$ cat src/verilog/csm_pkg.sv
package csm_pkg;

  // ------------------------------------------------------------
  // register map (byte addresses, one word each)
  // ------------------------------------------------------------
  localparam logic [7:0] CSM_CTRL_OFS        = 8'h00;
  localparam logic [7:0] CSM_MASTER_ID_OFS   = 8'h04;
  localparam logic [7:0] CSM_SPEED_ID_OFS    = 8'h08;
  localparam logic [7:0] CSM_MASTER_LIM_OFS  = 8'h0c;
  localparam logic [7:0] CSM_SPEED_LIM_OFS   = 8'h10;
  localparam logic [7:0] CSM_TIMEOUT_OFS     = 8'h14;
  localparam logic [7:0] CSM_ANGLE_RANGE_OFS = 8'h18;
  localparam logic [7:0] CSM_SPEED_RANGE_OFS = 8'h1c;
  localparam logic [7:0] CSM_STATUS_OFS      = 8'h20;

  // ------------------------------------------------------------
  // field layout
  // ------------------------------------------------------------
  localparam int CSM_CTRL_EN_BIT     = 0;
  localparam int CSM_CTRL_SAFETY_BIT = 1;
  localparam int CSM_LO8             = 0;
  localparam int CSM_HI8             = 8;
  localparam int CSM_HI16            = 16;

  // status bit positions, one per fault cause
  localparam int CSM_F_MTMO  = 0;
  localparam int CSM_F_MSEQ  = 1;
  localparam int CSM_F_MCRC  = 2;
  localparam int CSM_F_MRNG  = 3;
  localparam int CSM_F_MDIFF = 4;
  localparam int CSM_F_STMO  = 5;
  localparam int CSM_F_SSEQ  = 6;
  localparam int CSM_F_SCRC  = 7;
  localparam int CSM_F_SRNG  = 8;
  localparam int CSM_F_SDIR  = 9;
  localparam int CSM_F_SDIFF = 10;
  localparam int CSM_NFAULT  = 11;
  localparam int CSM_SAFE_BIT = 16;
  localparam int CSM_NCH     = 2;

  // direction field codes
  localparam logic [1:0] CSM_DIR_FWD = 2'h0;
  localparam logic [1:0] CSM_DIR_REV = 2'h1;
  localparam logic [1:0] CSM_DIR_ERR = 2'h2;
  localparam logic [1:0] CSM_DIR_NA  = 2'h3;

  // ------------------------------------------------------------
  // reset values and timing
  // ------------------------------------------------------------
  localparam logic [31:0] CSM_TIMEOUT_RST = 32'h0000_4b4b;
  localparam logic [31:0] CSM_RANGE_RST   = 32'h7fff_8001;
  localparam int          CSM_CLK_HZ      = 25_000_000;
  localparam int          CSM_TICK_MS     = 10;
  localparam int          CSM_TICK_CYC    = CSM_CLK_HZ / 1000 * CSM_TICK_MS;

endpackage : csm_pkg
$ cat src/verilog/csm_chan_watch.sv
`timescale 1ns/1ps
`default_nettype none
module csm_chan_watch
  import csm_pkg::*;
#(
  parameter int CW = 8
) (
  input  wire logic          pclk,
  input  wire logic          presetn,
  input  wire logic          enable,
  input  wire logic          tick,
  input  wire logic          rx_valid,
  input  wire logic [7:0]    rx_seq,
  input  wire logic [CW-1:0] timeout,
  output logic               tmo_fault,
  output logic               seq_fault
);

  logic [CW-1:0] gap_q, gap_d;
  logic [7:0]    seq_q, seq_d;
  logic          seen_q, seen_d;
  logic          tmo_q, tmo_d, sq_q, sq_d;

  // gap counter restarts on every message; first message only arms the sequence
  always_comb begin
    gap_d  = gap_q;
    seq_d  = seq_q;
    seen_d = seen_q;
    tmo_d  = 1'b0;
    sq_d   = 1'b0;
    if (enable) begin
      if (rx_valid) begin
        gap_d  = '0;
        seq_d  = rx_seq;
        seen_d = 1'b1;
        sq_d   = seen_q && (rx_seq != seq_q + 8'h01);
      end else if (tick) begin
        if (gap_q >= timeout)
          tmo_d = 1'b1;
        else
          gap_d = gap_q + 1'b1;
      end
    end
  end

  always_ff @(posedge pclk or negedge presetn) begin
    if (!presetn) begin
      gap_q  <= '0;
      seq_q  <= 8'h00;
      seen_q <= 1'b0;
      tmo_q  <= 1'b0;
      sq_q   <= 1'b0;
    end else begin
      gap_q  <= gap_d;
      seq_q  <= seq_d;
      seen_q <= seen_d;
      tmo_q  <= tmo_d;
      sq_q   <= sq_d;
    end
  end

  assign tmo_fault = tmo_q;
  assign seq_fault = sq_q;

endmodule : csm_chan_watch
`default_nettype wire

$ cat src/verilog/csm_monitor.sv
// Functional notes
// main takes primary angle, safety takes redundant; the role bit only sets own, which drives nothing
// sensors start sending within ten seconds
// angle message gap over timeout forces safe
// sequence mismatch forces safe state
// CRC failure forces safe state
// out-of-range wheel angle forces safe
// persistent angle divergence forces safe state
// angle timeout set to 1.5 periods
// angle group offset differs per controller
// every check applies to both channels
// angle messages matched by address, offset
// main takes primary speed, safety redundant; the role bit only sets own, which drives nothing
// out-of-range speed forces safe state
// direction error code forces safe state
// direction not-available treated as forward
// direction gives sign of speed
// persistent speed divergence forces safe state
// speed message gap over timeout forces safe
// speed group offset differs per controller
// speed messages matched by address, offset
// safe state latched until reset
`timescale 1ns/1ps
`default_nettype none
module csm_monitor
  import csm_pkg::*;
#(
  parameter int TICK_CYC = CSM_TICK_CYC
) (
  input  wire logic        pclk,
  input  wire logic        presetn,
  input  wire logic        psel,
  input  wire logic        penable,
  input  wire logic        pwrite,
  input  wire logic [7:0]  paddr,
  input  wire logic [31:0] pwdata,
  output logic [31:0]      prdata,
  output logic             pready,
  output logic             pslverr,
  input  wire logic        rx_valid,
  input  wire logic [7:0]  rx_src_addr,
  input  wire logic [7:0]  rx_group_ofs,
  input  wire logic        rx_redundant,
  input  wire logic [7:0]  rx_seq,
  input  wire logic        rx_crc_ok,
  input  wire logic [15:0] rx_value,
  input  wire logic [1:0]  rx_dir,
  output logic             safe_state
);

  // ------------------------------------------------------------
  // registers
  // ------------------------------------------------------------
  logic [31:0] ctrl_q, ctrl_d, mid_q, mid_d, sid_q, sid_d, mlim_q, mlim_d;
  logic [31:0] slim_q, slim_d, tmo_q, tmo_d, arng_q, arng_d, srng_q, srng_d;
  logic [CSM_NFAULT-1:0] flt_q, flt_d;
  logic [31:0] rdata_q, rdata_d;
  logic        err_q, err_d;
  logic        rdy_q, rdy_d;

  // writes land only at the edge that completes the transfer
  wire logic acc = psel && penable;
  wire logic wr  = acc && pwrite && rdy_q;
  wire logic en  = ctrl_q[CSM_CTRL_EN_BIT];

  // ------------------------------------------------------------
  // message match and channel selection
  // ------------------------------------------------------------
  // own channel follows controller role but feeds no check; both channels are checked alike
  wire logic own = rx_redundant == ctrl_q[CSM_CTRL_SAFETY_BIT];
  wire logic m_hit = rx_valid && rx_src_addr == mid_q[CSM_LO8+:8]
                   && rx_group_ofs == mid_q[CSM_HI8+:8];
  wire logic s_hit = rx_valid && rx_src_addr == sid_q[CSM_LO8+:8]
                   && rx_group_ofs == sid_q[CSM_HI8+:8];

  logic [TICK_CYC > 1 ? $clog2(TICK_CYC)-1 : 0 : 0] pre_q, pre_d;
  wire logic tick = pre_q == '0;

  // ------------------------------------------------------------
  // per-channel timing and sequence checks
  // ------------------------------------------------------------
  logic [CSM_NCH-1:0] m_tmo, m_seq, s_tmo, s_seq;
  genvar g;
  generate
    for (g = 0; g < CSM_NCH; g++) begin : g_ch
      csm_chan_watch #(.CW(8)) u_m (
        .pclk      (pclk),
        .presetn   (presetn),
        .enable    (en),
        .tick      (tick),
        .rx_valid  (m_hit && rx_redundant == 1'(g)),
        .rx_seq    (rx_seq),
        .timeout   (tmo_q[CSM_LO8+:8]),
        .tmo_fault (m_tmo[g]),
        .seq_fault (m_seq[g])
      );
      csm_chan_watch #(.CW(8)) u_s (
        .pclk      (pclk),
        .presetn   (presetn),
        .enable    (en),
        .tick      (tick),
        .rx_valid  (s_hit && rx_redundant == 1'(g)),
        .rx_seq    (rx_seq),
        .timeout   (tmo_q[CSM_HI8+:8]),
        .tmo_fault (s_tmo[g]),
        .seq_fault (s_seq[g])
      );
    end
  endgenerate

  // ------------------------------------------------------------
  // value capture and cross-check
  // ------------------------------------------------------------
  logic signed [15:0] ang_q [CSM_NCH], ang_d [CSM_NCH];
  logic signed [16:0] spd_q [CSM_NCH], spd_d [CSM_NCH];
  logic [15:0] mdt_q, mdt_d, sdt_q, sdt_d;
  logic signed [17:0] adiff, sdiff;
  logic [17:0] aabs, sabs;
  logic signed [16:0] sgn_spd;
  logic rng_a, rng_s;

  always_comb begin
    // not-available and forward both give positive sign
    sgn_spd = (rx_dir == CSM_DIR_REV) ? -$signed({1'b0, rx_value})
                                      : $signed({1'b0, rx_value});
    rng_a = $signed(rx_value) < $signed(arng_q[CSM_LO8+:16])
         || $signed(rx_value) > $signed(arng_q[CSM_HI16+:16]);
    rng_s = rx_value < srng_q[CSM_LO8+:16] || rx_value > srng_q[CSM_HI16+:16];
    for (int i = 0; i < CSM_NCH; i++) begin
      ang_d[i] = ang_q[i];
      spd_d[i] = spd_q[i];
      if (m_hit && rx_redundant == i[0])
        ang_d[i] = $signed(rx_value);
      if (s_hit && rx_redundant == i[0])
        spd_d[i] = sgn_spd;
    end
    adiff = 18'(ang_q[0]) - 18'(ang_q[1]);
    sdiff = 18'(spd_q[0]) - 18'(spd_q[1]);
    aabs  = adiff[17] ? 18'(-adiff) : 18'(adiff);
    sabs  = sdiff[17] ? 18'(-sdiff) : 18'(sdiff);
    // divergence timers count ticks while above limit, reset when back inside
    mdt_d = mdt_q;
    sdt_d = sdt_q;
    if (!en || aabs <= 18'(mlim_q[CSM_LO8+:16]))
      mdt_d = '0;
    else if (tick && mdt_q != 16'hffff)
      mdt_d = mdt_q + 16'h0001;
    if (!en || sabs <= 18'(slim_q[CSM_LO8+:16]))
      sdt_d = '0;
    else if (tick && sdt_q != 16'hffff)
      sdt_d = sdt_q + 16'h0001;
  end

  // ------------------------------------------------------------
  // fault latch and bus
  // ------------------------------------------------------------
  always_comb begin
    flt_d = flt_q;
    if (en) begin
      flt_d[CSM_F_MTMO]  = flt_q[CSM_F_MTMO] | (|m_tmo);
      flt_d[CSM_F_MSEQ]  = flt_q[CSM_F_MSEQ] | (|m_seq);
      flt_d[CSM_F_STMO]  = flt_q[CSM_F_STMO] | (|s_tmo);
      flt_d[CSM_F_SSEQ]  = flt_q[CSM_F_SSEQ] | (|s_seq);
      flt_d[CSM_F_MCRC]  = flt_q[CSM_F_MCRC] | (m_hit && !rx_crc_ok);
      flt_d[CSM_F_SCRC]  = flt_q[CSM_F_SCRC] | (s_hit && !rx_crc_ok);
      flt_d[CSM_F_MRNG]  = flt_q[CSM_F_MRNG] | (m_hit && rng_a);
      flt_d[CSM_F_SRNG]  = flt_q[CSM_F_SRNG] | (s_hit && rng_s);
      flt_d[CSM_F_SDIR]  = flt_q[CSM_F_SDIR] | (s_hit && rx_dir == CSM_DIR_ERR);
      flt_d[CSM_F_MDIFF] = flt_q[CSM_F_MDIFF] | (mdt_q > mlim_q[CSM_HI16+:16]);
      flt_d[CSM_F_SDIFF] = flt_q[CSM_F_SDIFF] | (sdt_q > slim_q[CSM_HI16+:16]);
    end
  end

  always_comb begin
    ctrl_d = ctrl_q;
    mid_d  = mid_q;
    sid_d  = sid_q;
    mlim_d = mlim_q;
    slim_d = slim_q;
    tmo_d  = tmo_q;
    arng_d = arng_q;
    srng_d = srng_q;
    rdata_d = 32'h0000_0000;
    err_d  = 1'b0;
    rdy_d  = acc && !rdy_q;
    pre_d  = tick ? ($bits(pre_q))'(TICK_CYC - 1) : pre_q - 1'b1;
    if (acc) begin
      rdata_d = 32'h0000_0000;
      case (paddr)
        CSM_CTRL_OFS:        begin if (wr) ctrl_d = pwrite ? pwdata : ctrl_q; rdata_d = ctrl_q; end
        CSM_MASTER_ID_OFS:   begin if (wr) mid_d  = pwdata; rdata_d = mid_q;  end
        CSM_SPEED_ID_OFS:    begin if (wr) sid_d  = pwdata; rdata_d = sid_q;  end
        CSM_MASTER_LIM_OFS:  begin if (wr) mlim_d = pwdata; rdata_d = mlim_q; end
        CSM_SPEED_LIM_OFS:   begin if (wr) slim_d = pwdata; rdata_d = slim_q; end
        CSM_TIMEOUT_OFS:     begin if (wr) tmo_d  = pwdata; rdata_d = tmo_q;  end
        CSM_ANGLE_RANGE_OFS: begin if (wr) arng_d = pwdata; rdata_d = arng_q; end
        CSM_SPEED_RANGE_OFS: begin if (wr) srng_d = pwdata; rdata_d = srng_q; end
        CSM_STATUS_OFS: begin
          rdata_d = 32'(flt_q);
          rdata_d[CSM_SAFE_BIT] = |flt_q;
          err_d = pwrite;
        end
        default: err_d = 1'b1;
      endcase
    end
  end

  always_ff @(posedge pclk or negedge presetn) begin
    if (!presetn) begin
      ctrl_q <= 32'h0000_0000;
      mid_q  <= 32'h0000_0000;
      sid_q  <= 32'h0000_0000;
      mlim_q <= 32'h0000_0000;
      slim_q <= 32'h0000_0000;
      tmo_q  <= CSM_TIMEOUT_RST;
      arng_q <= CSM_RANGE_RST;
      srng_q <= CSM_RANGE_RST;
      flt_q  <= '0;
      rdata_q <= 32'h0000_0000;
      err_q  <= 1'b0;
      rdy_q  <= 1'b0;
      pre_q  <= '0;
      mdt_q  <= '0;
      sdt_q  <= '0;
      for (int i = 0; i < CSM_NCH; i++) begin
        ang_q[i] <= '0;
        spd_q[i] <= '0;
      end
    end else begin
      ctrl_q <= ctrl_d;
      mid_q  <= mid_d;
      sid_q  <= sid_d;
      mlim_q <= mlim_d;
      slim_q <= slim_d;
      tmo_q  <= tmo_d;
      arng_q <= arng_d;
      srng_q <= srng_d;
      flt_q  <= flt_d;
      rdata_q <= rdata_d;
      err_q  <= err_d;
      rdy_q  <= rdy_d;
      pre_q  <= pre_d;
      mdt_q  <= mdt_d;
      sdt_q  <= sdt_d;
      for (int i = 0; i < CSM_NCH; i++) begin
        ang_q[i] <= ang_d[i];
        spd_q[i] <= spd_d[i];
      end
    end
  end

  // one wait state so that read data and error leave flip-flops
  assign pready     = rdy_q;
  assign prdata     = rdata_q;
  assign pslverr    = err_q;
  assign safe_state = |flt_q;
endmodule : csm_monitor
`default_nettype wire

$ cat config.mk
export PLATFORM = sky130hd
export DESIGN_NAME = csm_monitor
export DESIGN_NICKNAME = d
export VERILOG_FILES = /design/src/verilog/csm_pkg.sv /design/src/verilog/csm_chan_watch.sv /design/src/verilog/csm_monitor.sv
export SDC_FILE = /design/constraint.sdc
export NUM_CORES = 1
export LEC_CHECK = 0
export BUFFER_PORTS_ARGS = -buffer_cell sky130_fd_sc_hd__clkbuf_2
export CAP_MARGIN = 10
export CORE_MARGIN = 5
export CORE_UTILIZATION = 35
export CTS_CLUSTER_SIZE = 8
export DETAILED_ROUTE_END_ITERATION = 10
export PLACE_DENSITY = 0.52
export SLEW_MARGIN = 0
export SYNTH_ARGS = -nofsm -noshare
export SYNTH_HDL_FRONTEND = slang
export SYNTH_SLANG_ARGS = --single-unit
$ cat constraint.sdc
create_clock -name pclk -period 9.6 [get_ports pclk]
set_input_delay 0.96 -clock pclk [delete_from_list [all_inputs] [get_ports pclk]]
set_output_delay 0.96 -clock pclk [all_outputs]
set_load 0.005 [all_outputs]
## Yosys cells after proc, flatten, opt, wreduce, memory -nomap -nowiden

Index checks and enable logic that the tools add are counted.

| storage, ports and cells | value |
|---|---|
| flip-flop bits (word level) | 493 |
| input bits | 90 |
| output and inout port bits | 35 |
| logic and storage cells | 211 |

| cells by class | value |
|---|---|
| add/sub/neg operators | 16 |
| order comparisons | 12 |
| eq/ne operators | 24 |
| multiplexer cells | 48 |
| bitwise gates (word level) | 12 |
| reduce and logical (&&, ||, !) cells | 60 |

Operator list:

| operator | number |
|---|---|
| $pmux W32 S9 | 1 |
| $mux W8 | 12 |
| $add A8 B1 Y8 const B | 8 |
| $gt A16 B16 Y1 | 4 |
| $mux W16 | 4 |
| $mux W18 | 3 |
| $le A18 B16 Y1 | 2 |
| $reduce_and A3 Y1 | 11 |
| $add A16 B1 Y16 const B | 2 |
| $eq A8 B5 Y1 const B | 4 |
| $eq A8 B8 Y1 | 4 |
| $ge A8 B8 Y1 | 4 |
| $lt A16 B16 Y1 | 2 |
| $mux W32 | 1 |
| $ne A16 B16 Y1 const B | 2 |
| $ne A8 B8 Y1 | 4 |
| $mux W1 | 25 |
| $logic_and A1 B1 Y1 | 23 |
| $logic_not A18 Y1 | 1 |
| $neg A17 Y18 | 1 |
| $neg A18 Y18 | 1 |
| $sub A17 B17 Y18 | 1 |
| $sub A18 B1 Y18 const B | 1 |
| $mux W17 | 1 |
| other kinds (20) | 50 |

## Logic depth before layout (Yosys ltp)

| logic depth | value |
|---|---|
| depth after elaboration | 6 |
| mapped depth | 23 |
| depth with buffers taken out | 21 |

## Modules after synthesis

Synthesis repeated with hierarchy kept, for this count alone.

| unflattened totals | value |
|---|---|
| cell total of the unflattened synthesis | 2878 |
| area, all modules | 29534.6 sq um |

Modules (own cells, without submodules):

| module | instances | cells an instance | area an instance (sq um) | sequential area each (sq um) |
|---|---|---|---|---|
| csm_monitor | 1 | 2314 | 24239.5 | 10487.6 |
| csm_chan_watch | 4 | 141 | 1323.8 | 475.5 |

## Worst setup path before layout

No wires, ideal clock.

| timing | value |
|---|---|
| kind | reg2reg |
| from | reg spd_q[4] in the netlist's numbering |
| to | reg sdt_q[5] |
| library setup time | 120 ps |
| arrival time | 4621 ps |
| data required time | 9480 ps |
| path slack | 4859 ps |
| stages on the path, launching flop included | 22 |
| buffers on the path | 2 |
| clock period less this slack | 4741 ps |
| path through | dfrtp_1 -> inv_1 -> ha_1 -> or2_4 -> a31oi_4 -> a211oi_2 -> o211ai_1 -> a21oi_1 -> o41ai_1 -> clkbuf_1 -> o21ai_0 -> xnor2_1 -> ha_1 -> a21o_1 -> a21oi_1 -> nor2b_1 -> a2111oi_0 -> o311a_1 -> o22ai_1 -> o31ai_4 -> buf_6 -> nor2_2 |

| between the ends | value |
|---|---|
| word-level cells in the longest chain between the ends | 6 |
| elaborated cells on any way between the ends | 7 |
| classes of those cells | add/sub: 2; order compare: 1; mux: 2; reduce/logical: 2 |

Ends and longest elaborated chain:

| what | line | RTL |
|---|---|---|
| from (decl) | csm_monitor.sv:115 | `logic signed [16:0] spd_q [CSM_NCH], spd_d [CSM_NCH];` |
| from (signal, indexed assignment) | csm_monitor.sv:247 | `spd_q[i] <= spd_d[i];` |
| $sub A17 B17 Y18 * | csm_monitor.sv:138 | `sdiff = 18'(spd_q[0]) - 18'(spd_q[1]);` |
| $neg A18 Y18 | csm_monitor.sv:140 | `sabs = sdiff[17] ? 18'(-sdiff) : 18'(sdiff);` |
| $mux W18 * | csm_monitor.sv:140 |  |
| $le A18 B16 Y1 * | csm_monitor.sv:148 | `if (!en \|\| sabs <= 18'(slim_q[CSM_LO8+:16]))` |
| $logic_or A1 B1 Y1 * | csm_monitor.sv:148 |  |
| $mux W16 or $reduce_bool A2 Y1 (tied branches) | -- |  |
| to (signal assigned) | csm_monitor.sv:244 | `sdt_q <= sdt_d;` |
| to (decl) | csm_monitor.sv:116 | `logic [15:0] mdt_q, mdt_d, sdt_q, sdt_d;` |

Mark *: on every way between the ends. The rest lies on a longest branch, timed or not.
A chain may end at the register's enable or synchronous reset.

## Worst setup path in the final report

| timing | value |
|---|---|
| from | reg spd_q[0] in the netlist's numbering |
| to | reg sdt_q[15] |

Same word-level chain as after synthesis.

==> impl_metrics.ini <==
[outcome]
status = finished clean

[detailed_routing]
postRouteAntennaNets = 0
routed_via_density = 5.49
first_pass_iters = 8
routedWlPerCell_um = 23.3
drc = 0
wl_mm = 92.2
drt_iter0_drc = 1938
vias = 21700

[power_and_ir_drop]
power_per_cell_area_nw_per_um2 = 147
p_seq_share_pct = 43.9
sw_frac_of_total_pct = 23.5
p_leak_nw = 14.7
intPower_mw = 3.65
comb_power_share_pct = 4.8
switching_power_mw = 1.12
p_clk_share_pct = 51.3
vdd_drop_max_mv = 0.128

[synth]
synth_top_family_by_area = multiplexers
async_flop_share_pct = 100
yosysUniqueCellTypes = 86
yosys_warnings = 0
avgSynthCellArea_um2 = 10.4
yosys.area_share.simple_pct = 12.2
synth_flop_cell = dfrtp_1
syn_area_um2 = 28300
ys_ff_latch = 493
postSynthCellCount = 2728
synth_mux_area_share_pct = 13.0
synth_edf_count = 0
ys_seq_area_share_pct = 43.8
synth_xor_area_share_pct = 6.22
synth_compound_area_share_pct = 11.4
synthAdderAreaFrac_pct = 9.21
syn-num-nets = 3025

[floorplan]
ios = 125
rows = 104
start_util_pct = 35.2
die_h_um = 294
dieArea_um2 = 86600
die_w_um = 294
coreArea_um2 = 80400

[grt]
gr-usage-all-layers_pct = 20.8
overflow = 0
grt_pass1_vias = 22200
grt_pass1_wl_mm = 139
grt_max_degree = 125
antenna_found_initial = 13

[placed_design]
dpl.hpwl_mm = 66.5
gp_congestion = 0.845
port_buffers = 124
dpl.cell_count = 3841

[setup_path]
cp_max_fo = 16
critPathKind = reg2reg
cp.arrival_ns = 6.10
critical-path-max-stage-delay_ns = 0.91
cp_slowest_cell = o31ai_4
cp-start-kind = flip-flop
critPathMostFrequentCell = ha_1
crit_path_end_kind = flip-flop
worstPathCellList = ha_1 > fa_1 > nand2b_1 > a21bo_2 > a21oi_1 > o21a_1 > o311ai_0 > or4_4 > o21ai_0 > xor2_1 > ha_1 > a2111oi_0 > o311a_1 > o22ai_1 > o31ai_4 > nor2_1
required_ns = 10.02
r2r_cells = 16

[job]
maxCapViolations = 0

[clocking]
hold_buffers = 0
cts_max_path_buffers = 3
cts_tree = built
cts.clk_slew.worst_paths_ns = 0.05
cts_inserted_buffers = 72
ctsResizeCount = 0
htreeDepth = 3
cts_root_buffer = clkbuf_16
cts_setup_buffers = 0
insertion_delay_ns = 0.61
clock_sinks = 493

[finish]
syn2layout_area_growth_pct = 14.2
fin_nets = 3152
final_cell_mix = dfrtp_1, mux2_2, nand2_1
final_common_cell = dfrtp_1
final_cells = 3962
drive_gt1_share_pct = 21.9

[timing]
final_hold_viol_count = 0
rsz0062_at_grt = no
tns_ns = 0
maxSlewViolCount = 0
slew_headroom_pct = 23.1
final.period_utilization_pct = 59.1
tightest_slew_ns = 1.15
setup_viol = 0
fmax_mhz = 176
period_needed_ns = 5.67
fin_skew_ns = 0.0337

[hold_path]
worstHoldPathType = in2async
## cell families after synthesis
logic type | count (synthesis)
AO/OA/AOI/OAI | 471
XOR/XNOR | 201
adder cells (fa/ha/maj) | 207
buffers and inverters | 315
flip-flops | 493
AND/OR/NAND/NOR | 712
multiplexers | 329
## through the flow
step | setup WS (ns) | area [µm²] | hold WS [ns] | power (mW) | util, %
after global placement | 4.15 | 30200 | 0.453 | 2.35 | 37.5
after CTS | 3.92 | 32300 | 0.247 | 4.83 | 40.2
after detailed placement | 3.96 | 30200 | 0.456 | 2.35 | 37.5
final | 3.93 | 32300 | 0.262 | 4.76 | 40.2
after global routing | 3.49 | 32300 | 0.274 | 4.93 | 40.2
after floorplan | 4.86 | 28300 | 0.435 | 2.21 | -
## registers in the layout, summed over array words and instances, names as in the netlist, 18 cells and up
register,count
arng_q,32
spd_q,34
mlim_q,32
sid_q,32
ctrl_q,32
slim_q,32
tmo_q,32
srng_q,32
ang_q,32
prdata,32
mid_q,32
pre_q,18
## final timing paths
| kind | start | end | slack, ns |
|---|---|---|---|
| setup / recovery | spd_q[0] | sdt_q[15] | 3.93 |
| hold / removal | presetn | spd_q[21] | 0.26 |
| setup reg to reg | spd_q[0] | sdt_q[15] | 3.93 |
| hold reg to reg | g_ch[1].u_m.seen_q | g_ch[1].u_m.seen_q | 0.47 |
| max in group asynchronous | presetn | pre_q[9] | 7.15 |
| min in group pclk | g_ch[1].u_m.seen_q | g_ch[1].u_m.seen_q | 0.47 |
## critical path: cells and delay by family (launching register included)
family | cells | cell delay [ns]
AND/OR/NAND/NOR | 3 | 0.91
XOR/XNOR | 1 | 0.22
AO/OA/AOI/OAI | 9 | 3.05
adder cells (fa/ha/maj) | 3 | 0.92
flip-flops | 1 | 0.37
## per-layer routing
metal  track usage, %  share of wire [%]
met5                0               0.10
met4             5.97                2.8
met3             4.16                6.2
met2             32.8                 45
met1             29.3                 46
## power by group through the flow
stage / clock, mW / sequential [mW] / combinational [mW]
2_1_floorplan: 0 / 2.12 / 0.0857
3_3_place_gp: 0 / 2.13 / 0.224
3_5_place_dp: 0 / 2.13 / 0.229
4_1_cts: 2.50 / 2.09 / 0.230
5_1_grt: 2.59 / 2.09 / 0.252
6_report: 2.45 / 2.09 / 0.227
## Yosys cell counts, types with 5 or more instances
cell type	n	share of area, %
dfrtp_1	451	40
mux2_2	311	12
nand2_1	238	3.2
inv_1	206	2.7
ha_1	205	9.1
nor2_1	156	2.1
o21ai_0	138	2.4
xnor2_1	104	3.2
xor2_1	97	3.0
clkbuf_1	81	1.1
a21oi_1	79	1.4
nand4_1	52	1.1
a222oi_1	51	1.8
nand3_1	51	0.90
a31oi_1	43	0.95
dfstp_2	42	3.9
nand2b_1	39	0.86
nor3_1	34	0.60
a21o_1	33	0.88
nor4_1	31	0.69
and3_1	25	0.55
o21a_1	24	0.64
buf_1	21	0.28
nor2b_1	21	0.46
mux2i_1	18	0.64
a221oi_1	13	0.40
nor2_2	11	0.24
a211oi_1	9	0.24
and2_1	9	0.20
o211ai_1	9	0.24
and4_1	6	0.19
o31ai_1	6	0.16
or2_2	6	0.13
nand3b_1	5	0.13
nor4b_1	5	0.15
or3_1	5	0.11
or4_1	5	0.13
## layout make-up
type / count / area [µm²]
fillers: 7837 / 48100
multi-input cells: 1920 / 14800
flip-flops and latches: 493 / 12400
clock buffers: 115 / 2120
well taps: 1060 / 1330
repair buffers: 161 / 921
inverters: 207 / 777
clock inverters: 1 / 16.3
diodes: 5 / 12.5
(Power assumes the default switching activity.)
